[config.mk]
export PLATFORM = sky130hd
export DESIGN_NAME = pmc_power_ctrl
export DESIGN_NICKNAME = d
export VERILOG_FILES = /design/src/hdl/pmc_guard_bit.v /design/src/hdl/pmc_power_ctrl.v /design/src/hdl/pmc_wake_timer.v
export VERILOG_INCLUDE_DIRS = /design/src /design/src/hdl
export SDC_FILE = /design/constraint.sdc
export NUM_CORES = 1
export LEC_CHECK = 0
export ABC_CLOCK_PERIOD_IN_PS = 2500
export BUFFER_PORTS_ARGS = -buffer_cell sky130_fd_sc_hd__clkbuf_2
export CAP_MARGIN = 20
export CORE_UTILIZATION = 25
export DETAILED_ROUTE_END_ITERATION = 6
export RECOVER_POWER = 100
export SLEW_MARGIN = 25
export SYNTH_ARGS = -nofsm -noshare
export SYNTH_HDL_FRONTEND = slang
export SYNTH_SLANG_ARGS = --single-unit
[constraint.sdc]
create_clock -name clk_in -period 2.5 [get_ports clk_in]
set_clock_uncertainty 0.2 [all_clocks]
set_input_delay 0.25 -clock clk_in [delete_from_list [all_inputs] [get_ports clk_in]]
set_output_delay 0.25 -clock clk_in [all_outputs]
set_load 0.005 [all_outputs]
[src/hdl/pmc_consts.vh]
// Offsets, field positions, reset values and timing counts of the power control register
`ifndef PMC_CONSTS_VH
`define PMC_CONSTS_VH

`define PMC_ADDR_W          12
`define PMC_CTRL_OFFSET     12'h084
`define PMC_MODE_HI         31
`define PMC_MODE_LO         29
`define PMC_SLEEP_BIT       28
`define PMC_WAKE_EN_BIT     27
`define PMC_LED_OFF_BIT     26
`define PMC_TIME_OFF_BIT    25
`define PMC_TSU2_OFF_BIT    24
`define PMC_TSU1_OFF_BIT    23
`define PMC_TSU0_OFF_BIT    22
`define PMC_FABRIC_OFF_BIT  20
`define PMC_STS_B_BIT       17
`define PMC_STS_A_BIT       16
`define PMC_EN_B_BIT        15
`define PMC_EN_A_BIT        14
`define PMC_READY_BIT       0
`define PMC_MODE_FULL       3'h0
`define PMC_MODE_LIGHT      3'h1
`define PMC_MODE_MEDIUM     3'h2
`define PMC_MODE_DEEP       3'h3
`define PMC_CTRL_RESET      32'h00000000
`define PMC_UNUSED_DATA     32'h00000000
// Wake time in microseconds and the clock period in nanoseconds
`define PMC_WAKE_TIME_US    2000
`define PMC_CLK_PERIOD_NS   40
`define PMC_WAKE_CYCLES     ((`PMC_WAKE_TIME_US * 1000) / `PMC_CLK_PERIOD_NS)
`define PMC_STABLE_CYCLES   16

`endif

[src/hdl/pmc_guard_bit.v]
// Clock disable bit that sets only after two consecutive writes of one

module pmc_guard_bit
(
    input  wire clk_in,
    input  wire rst_in,
    input  wire wr_in,
    input  wire data_in,
    output reg  bit_out
);

    reg armed;

    always @(posedge clk_in)
    begin
        if (rst_in)
        begin
            armed   <= 1'b0;
            bit_out <= 1'b0;
        end
        else if (wr_in)
        begin
            if (!data_in)
            begin
                // A zero clears the bit and restarts the count
                armed   <= 1'b0;
                bit_out <= 1'b0;
            end
            else if (armed)
                bit_out <= 1'b1;
            else
                armed <= 1'b1;
        end
    end

endmodule // pmc_guard_bit

[src/hdl/pmc_power_ctrl.v]
// Power management control register with sleep sequencing and clock gating

`include "pmc_consts.vh"

module pmc_power_ctrl
#(
    parameter WAKE_CYCLES   = `PMC_WAKE_CYCLES,
    parameter STABLE_CYCLES = `PMC_STABLE_CYCLES,
    parameter LED_COUNT     = 3
)
(
    input  wire                   clk_in,
    input  wire                   rst_in,
    input  wire [`PMC_ADDR_W-1:0] avs_address_in,
    input  wire                   avs_read_in,
    input  wire                   avs_write_in,
    input  wire [31:0]            avs_writedata_in,
    input  wire [3:0]             avs_byteenable_in,
    output reg  [31:0]            avs_readdata_out,
    output reg                    avs_waitrequest_out,
    input  wire                   port_a_event_in,
    input  wire                   port_b_event_in,
    input  wire                   manual_wake_in,
    input  wire                   pll_locked_in,
    input  wire [LED_COUNT-1:0]   led_value_in,
    input  wire [LED_COUNT-1:0]   led_push_pull_in,
    input  wire [LED_COUNT-1:0]   led_inactive_in,
    output reg  [LED_COUNT-1:0]   led_out,
    output reg  [LED_COUNT-1:0]   led_oe_out,
    output reg                    time_unit_clock_off_out,
    output reg                    stamp_unit2_clock_off_out,
    output reg                    stamp_unit1_clock_off_out,
    output reg                    stamp_unit0_clock_off_out,
    output reg                    fabric_clock_off_out,
    output reg  [2:0]             power_state_out,
    output reg                    pll_off_request_out,
    output reg                    power_event_irq_flag_out,
    output reg                    ready_irq_flag_out,
    output reg                    ready_out
);

    // =====================================================================
    // Sequencer states
    // =====================================================================
    localparam ST_RUN    = 2'h0;
    localparam ST_SLEEP  = 2'h1;
    localparam ST_WAKE   = 2'h2;
    localparam ST_SETTLE = 2'h3;

    reg [1:0]  state;
    reg [2:0]  target_power_state;
    reg        sleep_request;
    reg        auto_wake_enable;
    reg        indicator_outputs_off;
    reg        port_a_wake_event_flag;
    reg        port_b_wake_event_flag;
    reg        port_a_wake_event_enable;
    reg        port_b_wake_event_enable;
    reg        ready_q;
    reg [15:0] settle_count;
    reg        access_done;

    wire       time_off;
    wire       tsu2_off;
    wire       tsu1_off;
    wire       tsu0_off;
    wire       fabric_off;
    wire       timer_done;

    // =====================================================================
    // Bus decode
    // =====================================================================
    wire hit    = (avs_address_in == `PMC_CTRL_OFFSET);
    wire access = (avs_read_in | avs_write_in) & ~access_done;
    wire wr_hit = avs_write_in & ~access_done & hit;
    wire [31:0] wd = avs_writedata_in;
    wire be3 = avs_byteenable_in[3];
    wire be2 = avs_byteenable_in[2];
    wire be1 = avs_byteenable_in[1];

    wire mode_wr  = wr_hit & be3 & (wd[`PMC_MODE_HI:`PMC_MODE_LO] != target_power_state);
    wire sleep_wr = wr_hit & be3 & wd[`PMC_SLEEP_BIT];
    wire mode_ok  = mode_wr & ~sleep_wr;
    wire sleep_ok = sleep_wr & ~mode_wr & (state == ST_RUN);

    wire any_event = (port_a_event_in & port_a_wake_event_enable)
                   | (port_b_event_in & port_b_wake_event_enable);
    wire wake_now  = (state == ST_SLEEP)
                   & (manual_wake_in | (auto_wake_enable & any_event));

    // Mode 3 cannot wake automatically, the oscillator is stopped
    wire deep = (target_power_state == `PMC_MODE_DEEP);

    function [31:0] pack_reg;
        input dummy;
        begin
            pack_reg = `PMC_UNUSED_DATA;
            pack_reg[`PMC_MODE_HI:`PMC_MODE_LO] = target_power_state;
            pack_reg[`PMC_SLEEP_BIT]      = sleep_request;
            pack_reg[`PMC_WAKE_EN_BIT]    = auto_wake_enable;
            pack_reg[`PMC_LED_OFF_BIT]    = indicator_outputs_off;
            pack_reg[`PMC_TIME_OFF_BIT]   = time_off;
            pack_reg[`PMC_TSU2_OFF_BIT]   = tsu2_off;
            pack_reg[`PMC_TSU1_OFF_BIT]   = tsu1_off;
            pack_reg[`PMC_TSU0_OFF_BIT]   = tsu0_off;
            pack_reg[`PMC_FABRIC_OFF_BIT] = fabric_off;
            pack_reg[`PMC_STS_B_BIT]      = port_b_wake_event_flag;
            pack_reg[`PMC_STS_A_BIT]      = port_a_wake_event_flag;
            pack_reg[`PMC_EN_B_BIT]       = port_b_wake_event_enable;
            pack_reg[`PMC_EN_A_BIT]       = port_a_wake_event_enable;
            pack_reg[`PMC_READY_BIT]      = ready_q;
        end
    endfunction

    // =====================================================================
    // Avalon slave: one wait cycle, answer on the second edge
    // =====================================================================
    always @(posedge clk_in)
    begin
        if (rst_in)
        begin
            access_done         <= 1'b0;
            avs_waitrequest_out <= 1'b1;
            avs_readdata_out    <= 32'h00000000;
        end
        else
        begin
            access_done         <= access;
            avs_waitrequest_out <= ~access;
            // Reads answered in every power state, whole word always returned
            if (avs_read_in & ~access_done)
                avs_readdata_out <= hit ? pack_reg(1'b0) : `PMC_UNUSED_DATA;
        end
    end

    // =====================================================================
    // Writable fields
    // =====================================================================
    always @(posedge clk_in)
    begin
        if (rst_in)
        begin
            target_power_state       <= `PMC_MODE_FULL;
            sleep_request            <= 1'b0;
            auto_wake_enable         <= 1'b0;
            indicator_outputs_off    <= 1'b0;
            port_a_wake_event_enable <= 1'b0;
            port_b_wake_event_enable <= 1'b0;
        end
        else
        begin
            if (state == ST_SETTLE && settle_count == 16'h0000 && pll_locked_in)
            begin
                target_power_state <= `PMC_MODE_FULL;
                sleep_request      <= 1'b0;
            end
            else
            begin
                if (mode_ok)
                    target_power_state <= wd[`PMC_MODE_HI:`PMC_MODE_LO];
                if (sleep_ok)
                    sleep_request <= 1'b1;
            end
            if (wr_hit & be3)
            begin
                auto_wake_enable      <= wd[`PMC_WAKE_EN_BIT];
                indicator_outputs_off <= wd[`PMC_LED_OFF_BIT];
            end
            if (wr_hit & be1)
            begin
                port_b_wake_event_enable <= wd[`PMC_EN_B_BIT];
                port_a_wake_event_enable <= wd[`PMC_EN_A_BIT];
            end
        end
    end

    // =====================================================================
    // Event status: set wins, clear needs the source gone
    // =====================================================================
    always @(posedge clk_in)
    begin
        if (rst_in)
        begin
            port_a_wake_event_flag <= 1'b0;
            port_b_wake_event_flag <= 1'b0;
        end
        else
        begin
            if (port_a_event_in)
                port_a_wake_event_flag <= 1'b1;
            else if (wr_hit & be2 & wd[`PMC_STS_A_BIT])
                port_a_wake_event_flag <= 1'b0;
            if (port_b_event_in)
                port_b_wake_event_flag <= 1'b1;
            else if (wr_hit & be2 & wd[`PMC_STS_B_BIT])
                port_b_wake_event_flag <= 1'b0;
        end
    end

    // =====================================================================
    // Guarded clock disables
    // =====================================================================
    pmc_guard_bit u_time (.clk_in(clk_in), .rst_in(rst_in), .wr_in(wr_hit & be3),
        .data_in(wd[`PMC_TIME_OFF_BIT]), .bit_out(time_off));
    pmc_guard_bit u_tsu2 (.clk_in(clk_in), .rst_in(rst_in), .wr_in(wr_hit & be3),
        .data_in(wd[`PMC_TSU2_OFF_BIT]), .bit_out(tsu2_off));
    pmc_guard_bit u_tsu1 (.clk_in(clk_in), .rst_in(rst_in), .wr_in(wr_hit & be2),
        .data_in(wd[`PMC_TSU1_OFF_BIT]), .bit_out(tsu1_off));
    pmc_guard_bit u_tsu0 (.clk_in(clk_in), .rst_in(rst_in), .wr_in(wr_hit & be2),
        .data_in(wd[`PMC_TSU0_OFF_BIT]), .bit_out(tsu0_off));
    pmc_guard_bit u_fab  (.clk_in(clk_in), .rst_in(rst_in), .wr_in(wr_hit & be2),
        .data_in(wd[`PMC_FABRIC_OFF_BIT]), .bit_out(fabric_off));

    // =====================================================================
    // Sleep and wake sequencer
    // =====================================================================
    pmc_wake_timer #(.WIDTH(16)) u_timer
    (
        .clk_in   (clk_in),
        .rst_in   (rst_in),
        .start_in (wake_now),
        .load_in  (WAKE_CYCLES[15:0]),
        .busy_out (),
        .done_out (timer_done)
    );

    always @(posedge clk_in)
    begin
        if (rst_in)
        begin
            state        <= ST_RUN;
            settle_count <= 16'h0000;
            ready_q      <= 1'b0;
        end
        else
        begin
            case (state)
                ST_RUN:
                begin
                    if (sleep_ok)
                    begin
                        state   <= ST_SLEEP;
                        ready_q <= 1'b0;
                    end
                    else
                        ready_q <= pll_locked_in;
                end
                ST_SLEEP:
                    if (wake_now && !(deep && !manual_wake_in))
                        state <= ST_WAKE;
                ST_WAKE:
                    if (timer_done)
                    begin
                        state        <= ST_SETTLE;
                        settle_count <= STABLE_CYCLES[15:0];
                    end
                ST_SETTLE:
                begin
                    if (!pll_locked_in)
                        settle_count <= STABLE_CYCLES[15:0];
                    else if (settle_count == 16'h0000)
                    begin
                        state   <= ST_RUN;
                        ready_q <= 1'b1;
                    end
                    else
                        settle_count <= settle_count - 16'h0001;
                end
                default:
                    state <= ST_RUN;
            endcase
        end
    end

    // =====================================================================
    // Registered outputs
    // =====================================================================
    integer i;
    always @(posedge clk_in)
    begin
        if (rst_in)
        begin
            led_out                   <= {LED_COUNT{1'b0}};
            led_oe_out                <= {LED_COUNT{1'b0}};
            time_unit_clock_off_out   <= 1'b0;
            stamp_unit2_clock_off_out <= 1'b0;
            stamp_unit1_clock_off_out <= 1'b0;
            stamp_unit0_clock_off_out <= 1'b0;
            fabric_clock_off_out      <= 1'b0;
            power_state_out           <= `PMC_MODE_FULL;
            pll_off_request_out       <= 1'b0;
            power_event_irq_flag_out  <= 1'b0;
            ready_irq_flag_out        <= 1'b0;
            ready_out                 <= 1'b0;
        end
        else
        begin
            for (i = 0; i < LED_COUNT; i = i + 1)
            begin
                if (indicator_outputs_off)
                begin
                    led_out[i]    <= led_inactive_in[i];
                    led_oe_out[i] <= led_push_pull_in[i];
                end
                else
                begin
                    led_out[i]    <= led_value_in[i];
                    led_oe_out[i] <= 1'b1;
                end
            end
            time_unit_clock_off_out   <= time_off;
            stamp_unit2_clock_off_out <= tsu2_off;
            stamp_unit1_clock_off_out <= tsu1_off;
            stamp_unit0_clock_off_out <= tsu0_off;
            fabric_clock_off_out      <= fabric_off;
            power_state_out           <= (state == ST_SLEEP) ? target_power_state
                                                             : `PMC_MODE_FULL;
            pll_off_request_out       <= (state == ST_SLEEP) &&
                                         (target_power_state == `PMC_MODE_MEDIUM || deep);
            power_event_irq_flag_out  <= any_event;
            ready_irq_flag_out        <= ready_q & ~ready_out;
            ready_out                 <= ready_q;
        end
    end

endmodule // pmc_power_ctrl

[src/hdl/pmc_wake_timer.v]
// Down counter that times the return to full power

module pmc_wake_timer
#(
    parameter WIDTH = 16
)
(
    input  wire             clk_in,
    input  wire             rst_in,
    input  wire             start_in,
    input  wire [WIDTH-1:0] load_in,
    output reg              busy_out,
    output reg              done_out
);

    reg [WIDTH-1:0] count;

    always @(posedge clk_in)
    begin
        if (rst_in)
        begin
            count    <= {WIDTH{1'b0}};
            busy_out <= 1'b0;
            done_out <= 1'b0;
        end
        else
        begin
            done_out <= 1'b0;
            if (start_in)
            begin
                count    <= load_in;
                busy_out <= 1'b1;
            end
            else if (busy_out)
            begin
                if (count == {WIDTH{1'b0}})
                begin
                    busy_out <= 1'b0;
                    done_out <= 1'b1;
                end
                else
                    count <= count - {{(WIDTH-1){1'b0}}, 1'b1};
            end
        end
    end

endmodule // pmc_wake_timer

==> Yosys cells after proc, flatten, opt, wreduce, memory -nomap -nowiden <==
Index checks and enable logic that the tools add are counted.
{ "totals": {"input_bits": 65, "word_cells": 168, "out_inout_bits": 51, "regBits": 109} }
{ "classes": {"n_mux": 47, "bitwise": 30, "n_reduce_logical": 30, "eq_ne": 19, "addsub": 2} }
{ "ops": {"columns": ["operator", "count"], "rows": [
  ["16-bit two-way mux", 6],
  ["16-bit zero test", 2],
  ["1-bit two-way mux", 32],
  ["32-bit two-way mux", 1],
  ["16-bit one-hot mux with 2 select lines", 1],
  ["16-bit by 1-bit subtractor with 16-bit output, second input constant", 2],
  ["1-bit bitwise AND", 19],
  ["2-bit by 1-bit != test with 1-bit output, second input constant", 7],
  ["2-bit AND reduction", 7],
  ["12-bit by 8-bit == test with 1-bit output, second input constant", 1],
  ["2-bit two-way mux", 5],
  ["2-bit nonzero test", 5],
  ["2-bit != test, second input constant", 4],
  ["1-bit NOT", 8],
  ["2-bit one-hot mux with 4 select lines", 1],
  ["3-bit by 2-bit == test with 1-bit output, second input constant", 2],
  ["3-bit AND reduction", 2],
  ["2-bit OR reduction", 3],
  ["1-bit logical AND", 5],
  ["5-bit AND reduction", 1],
  ["2-bit == test, second input constant", 2],
  ["3-bit != test", 1],
  ["3-bit != test, second input constant", 1],
  ["1-bit bitwise OR", 3],
  ["other kinds (6)", 7]
]} }

==> Depth between registers and ports, before layout <==
{ "logic_depth": {"word_depth": 10, "depth_mapped": 9, "mapped_depth_nobuf": 7} }

==> Modules after synthesis <==
Synthesis repeated with hierarchy kept, for this count alone.
{ "unflattened": {"hier_cells": 464, "area_unflattened_um2": 4295.4} }
{ "modules_own_cells": {"columns": ["mod", "area_each_um2", "n_inst", "seq_area_each_um2", "cells_each"], "rows": [
  ["pmc_power_ctrl", 2810.2, 1, 1301.2, 300],
  ["pmc_wake_timer", 1109.8, 1, 360.3, 129],
  ["pmc_guard_bit", 75.1, 5, 40.0, 7]
]} }

==> Worst setup path after synthesis <==
Ideal clock, no wire load.
{ "synth_path": {"path_type": "in2reg", "from": "in avs_address_in[9]", "to": "reg state[0]", "required_time_ns": 2.240, "stages": 6, "path_buffers": 1, "t_arrival_ns": 2.226, "setup_slack_ns": 0.015, "setup_ns": 0.060, "path_cell_list": "or4_4 > or4_4 > buf_6 > o21a_1 > or4_1 > nand2_1"} }
{ "synth_via": {"elab_chain_len": 9, "word_cells_on_any_way": 10, "cone_classes": "eq/ne: 2; bitwise: 7; reduce/logical: 1"} }
{ "synth_rtl": {"columns": ["element", "line", "source"], "rows": [
  ["start: declaration", "pmc_power_ctrl.v:14", "input wire [`PMC_ADDR_W-1:0] avs_address_in,"],
  ["12-bit by 8-bit == test with 1-bit output (no line) *", null, null],
  ["1-bit bitwise AND *", "pmc_power_ctrl.v:75", "wire wr_hit = avs_write_in & ~access_done & hit;"],
  ["1-bit bitwise AND *", "pmc_power_ctrl.v:81, pmc_power_ctrl.v:82", null],
  ["1-bit bitwise AND", "pmc_power_ctrl.v:81", "wire mode_wr = wr_hit & be3 & (wd[`PMC_MODE_HI:`PMC_MODE_LO] != target_power_state);"],
  ["1-bit NOT", "pmc_power_ctrl.v:84", "wire sleep_ok = sleep_wr & ~mode_wr & (state == ST_RUN);"],
  ["1-bit bitwise AND * (2 in series)", "pmc_power_ctrl.v:84", null],
  ["2-bit != test (no line) *", null, null],
  ["5-bit AND reduction (no line) *", null, null],
  ["end signal: assignment", "pmc_power_ctrl.v:231", "state <= ST_RUN;"],
  ["end signal: assignment", "pmc_power_ctrl.v:242", "state <= ST_SLEEP;"],
  ["end signal: assignment", "pmc_power_ctrl.v:250", "state <= ST_WAKE;"],
  ["end: declaration", "pmc_power_ctrl.v:50", "reg [1:0] state;"]
]} }
Every way passes the cells marked *; elsewhere a longest branch is shown, timed or not.
A chain may end at the register's enable or synchronous reset.

==> Worst setup path after layout <==
{ "layout_path": {"from": "reg settle_count[5]", "to": "reg settle_count[11]"} }
{ "layout_via": {"elab_chain_len": 4, "word_cells_on_any_way": 7, "cone_classes": "add/sub: 1; eq/ne: 1; mux: 3; reduce/logical: 2"} }
{ "layout_rtl": {"columns": ["element", "line", "source"], "rows": [
  ["start: declaration", "pmc_power_ctrl.v:60", "reg [15:0] settle_count;"],
  ["start signal: assignment", "pmc_power_ctrl.v:255", "settle_count <= STABLE_CYCLES[15:0];"],
  ["start signal: assignment", "pmc_power_ctrl.v:260", "settle_count <= STABLE_CYCLES[15:0];"],
  ["start signal: assignment", "pmc_power_ctrl.v:267", "settle_count <= settle_count - 16'h0001;"],
  ["16-bit by 1-bit subtractor with 16-bit output", "pmc_power_ctrl.v:267", null],
  ["16-bit two-way mux", "pmc_power_ctrl.v:261", "else if (settle_count == 16'h0000)"],
  ["16-bit two-way mux", "pmc_power_ctrl.v:259", "if (!pll_locked_in)"],
  ["16-bit one-hot mux with 2 select lines", "pmc_power_ctrl.v:237", "case (state)"]
]} }
Several ways; a longest one is shown, not always the timed one. The select of a mux whose other input is x is not followed.

==> impl_metrics.toml <==
[worst_setup_path]
r2r_slack_ns = 0.17
path_cells = "or4_1, nor4_1, buf_4, nand3_1, or4_1, a21oi_1"
worst-path-buf-inv = 1
critPathRequiredTime_ns = 2.56
crit_path_frequent_cell = "or4_1"
arrival_ns = 2.40
cp-endpoint = "settle_count[11]$_SDFFE_PP0P_"
critPathSlowestCell = "or4_1"
path_depth = 6
timing.rr.end = "settle_count[11]$_SDFFE_PP0P_"
crit_start = "settle_count[5]$_SDFFE_PP0P_"
path_class = "reg2reg"
startpoint_type = "register"
slowest_delay_ns = 0.57
path_delay_family = "simple AND/OR/NAND/NOR gates"
worstReg2RegStart = "settle_count[5]$_SDFFE_PP0P_"
cp_max_fo = 4
crit_path_end_kind = "register"
r2r_cells = 6

[synth]
synth_flop_cell = "dfxtp_1"
synth_top_family_by_area = "simple AND/OR/NAND/NOR gates"
synth_warnings = 0
synth_edf_count = 0
postSynth.asyncResetShare_pct = 0
yosysSeqAreaShare_pct = 46.8
synth.distinct_cells = 48
netlist_instances = 450
synth_compound_area_share_pct = 13.2
synth_area_leader_cell = "dfxtp_1"
syn_area_um2 = 3980
syn_area_per_cell_um2 = 8.84
synth_area_leaders = "dfxtp_1 47%, nor2_1 5.2%, a21oi_1 4.7%"
synth_top_area_share_pct = 46.8
synthSimpleGateAreaFrac_pct = 21.9
synth_xor_area_share_pct = 5.50
synth_seq_cells = 93
synthAdderAreaFrac_pct = 2.83
synth_mux_area_share_pct = 2.55
synth_common_cells = "93 x dfxtp_1, 55 x nor2_1, 37 x a21oi_1"
yosysMostFrequentCell = "dfxtp_1"

[cells_and_area]
nFillCells = 1610
layout-drive-gt1-share_pct = 16.5
diodes = 0
syn_to_final_growth_pct = 29.4
fin_nets = 639

[drt]
drcViolationCount = 0
drt-pass1-iter-count = 4
wl_per_cell_um = 11.8
vias = 3427
drt_iter0_markers = 151
finalWirelength_mm = 9.25
antenna_left = 0
viasPerCell = 4.39

[global_routing]
grt_max_degree = 37
grt_first_pass_wirelength_mm = 15.5
gr-usage-all-layers_pct = 11.8
grt_overflow = 0
antenna_found_initial = 0
grt_pass1_vias = 3233

[power]
power_leakage_nw = 2.01
p_int_mw = 2.44
sw_frac_of_total_pct = 20.9
switchingPower_mw = 0.646
ir_worst_vdd_mv = 0.236
clockPowerShare_pct = 46.9
pwr-share-seq_pct = 48.5
power_frac_comb_pct = 4.6
p_per_area_nw_per_um2 = 600

[clock_network]
holdBufCountCts = 22
cts_tree = "yes"
ctsResizeCount = 0
clk_latency_ns = 0.34
path_clk_slew_ns = 0.07
cts_sinks = 93
cts-root-buf = "clkbuf_16"
cts.path.max_buffers = 2
postCtsSetupBuffers = 0
numCtsBuffers = 9
htree_levels = 3

[timing]
fin_ws_ns = 0.166
fin_crit_sh_pct = 93.4
rsz0062_at_grt = "false"
hold_violations = 0
max_slew_margin_pct = -1.38
max_freq_ghz = 0.428
worstMarginPinSlew_ns = 1.52
drv_slew = 37
final.setup.tns_ns = 0
setup_viol = 0
finalCriticalPeriod_ns = 2.33

[outcome]
status = "finished, violations left"
violations = "capacitance limit, slew limit"

[place]
gp_congestion = 0.741
numPortBuffers = 81
hpwl_mm = 6.61
dpl_worst_slack_ns = -0.00404

[flow_run]
maxCapViolations = 1

[die]
die_w_um = 128
initial_core_util_pct = 25.9
dieArea_um2 = 16400
core_area_um2 = 15400
fp.dieH_um = 128
row_count = 45
io_pins = 116

[hold_path]
min_path_type = "in2reg"
layout by cell type (no fill, tap or decap), drive strengths merged, types with 4 or more instances in the layout:
cell type / count
nor4: 14
xor2: 4
or3: 7
nor3: 17
conb: 16
a22oi: 17
buf: 12
a21oi: 37
inv: 21
or4: 7
o21ai: 10
dlygate4sd3: 22
nand4: 6
dfxtp: 93
mux2i: 9
clkbuf: 102
xnor2: 21
ha: 9
nor2b: 11
nand2: 29
nand3: 7
nor2: 55
and2: 5
power by group through the flow:
| stage | Sequential [mW] | Clock, mW | Combinational [mW] |
|---|---|---|---|
| after global routing | 1.50 | 1.54 | 0.160 |
| after global placement | 1.53 | 0 | 0.118 |
| after floorplan | 1.53 | 0 | 0.0688 |
| after CTS | 1.50 | 1.49 | 0.145 |
| after detailed placement | 1.53 | 0 | 0.117 |
| final | 1.50 | 1.45 | 0.143 |
cell type report:
type	count	area [um2]	share of cell area (%)
Multi-Input combinational cell	315	1890	36.7
Clock inverter	5	85.1	1.65
Clock buffer	11	233	4.52
Timing Repair Buffer	125	734	14.3
Inverter	21	78.8	1.53
Sequential cell	93	1860	36.2
Tap cell	211	264	5.13
worst min path at each step:
stage                                    start                             endpoint  slack (ns)  cells past startpoint
after global routing              avs_write_in       avs_waitrequest_out$_SDFF_PP1_        0.05                      3
final                             avs_write_in       avs_waitrequest_out$_SDFF_PP1_        0.04                      3
after global placement    ready_out$_SDFF_PP0_        ready_irq_flag_out$_SDFF_PP0_        0.20                      1
after CTS                         avs_write_in       avs_waitrequest_out$_SDFF_PP1_        0.02                      3
after detailed placement  ready_out$_SDFF_PP0_        ready_irq_flag_out$_SDFF_PP0_        0.20                      1
after floorplan                port_a_event_in  port_a_wake_event_flag$_SDFFE_PP0P_        0.18                      2
state kept, by name (all words and copies together) (netlist names), 2 cells and up:
name / count
avs_readdata_out: 16
settle_count: 16
u_timer.count: 16
led_oe_out: 3
led_out: 3
power_state_out: 3
target_power_state: 3
state: 2
layer usage:
layer	global-route usage, %	vias up	share of wire [%]	wire length, um
met1	14.5	1575	46	4280
met4	4.15	0	1.1	100
li1	-	1772	-	-
met3	3.01	7	4.4	405
met2	20.0	73	48	4470
met5	0	-	0	0
cells by family (layout without fill, tap and decap cells):
group / count (synthesis) / count (layout)
buf+inv: 57 / 162
fa+ha+maj: 9 / 9
simple gates: 171 / 171
mux: 10 / 10
other cells: 1 / 16
flops: 93 / 93
compound gates: 84 / 84
xor+xnor: 25 / 25
tightest hold or removal path, delay by kind of cell:
kind / cells / cell delay [ns]
compound gates: 1 / 0.14
buf+inv: 2 / 0.14
per-stage QoR:
stage	utilization, %	hold slack, ns	instances	power (mW)	area [um2]
global route	33.5	0.0451	781	3.20	5150
finish	33.5	0.0375	781	3.09	5150
floorplan	-	0.179	465	1.60	4030
CTS	33.9	0.0166	781	3.13	5210
global placement	30.4	0.200	743	1.65	4670
detailed placement	30.4	0.205	743	1.65	4670
Power figures use the tool's default switching activity.
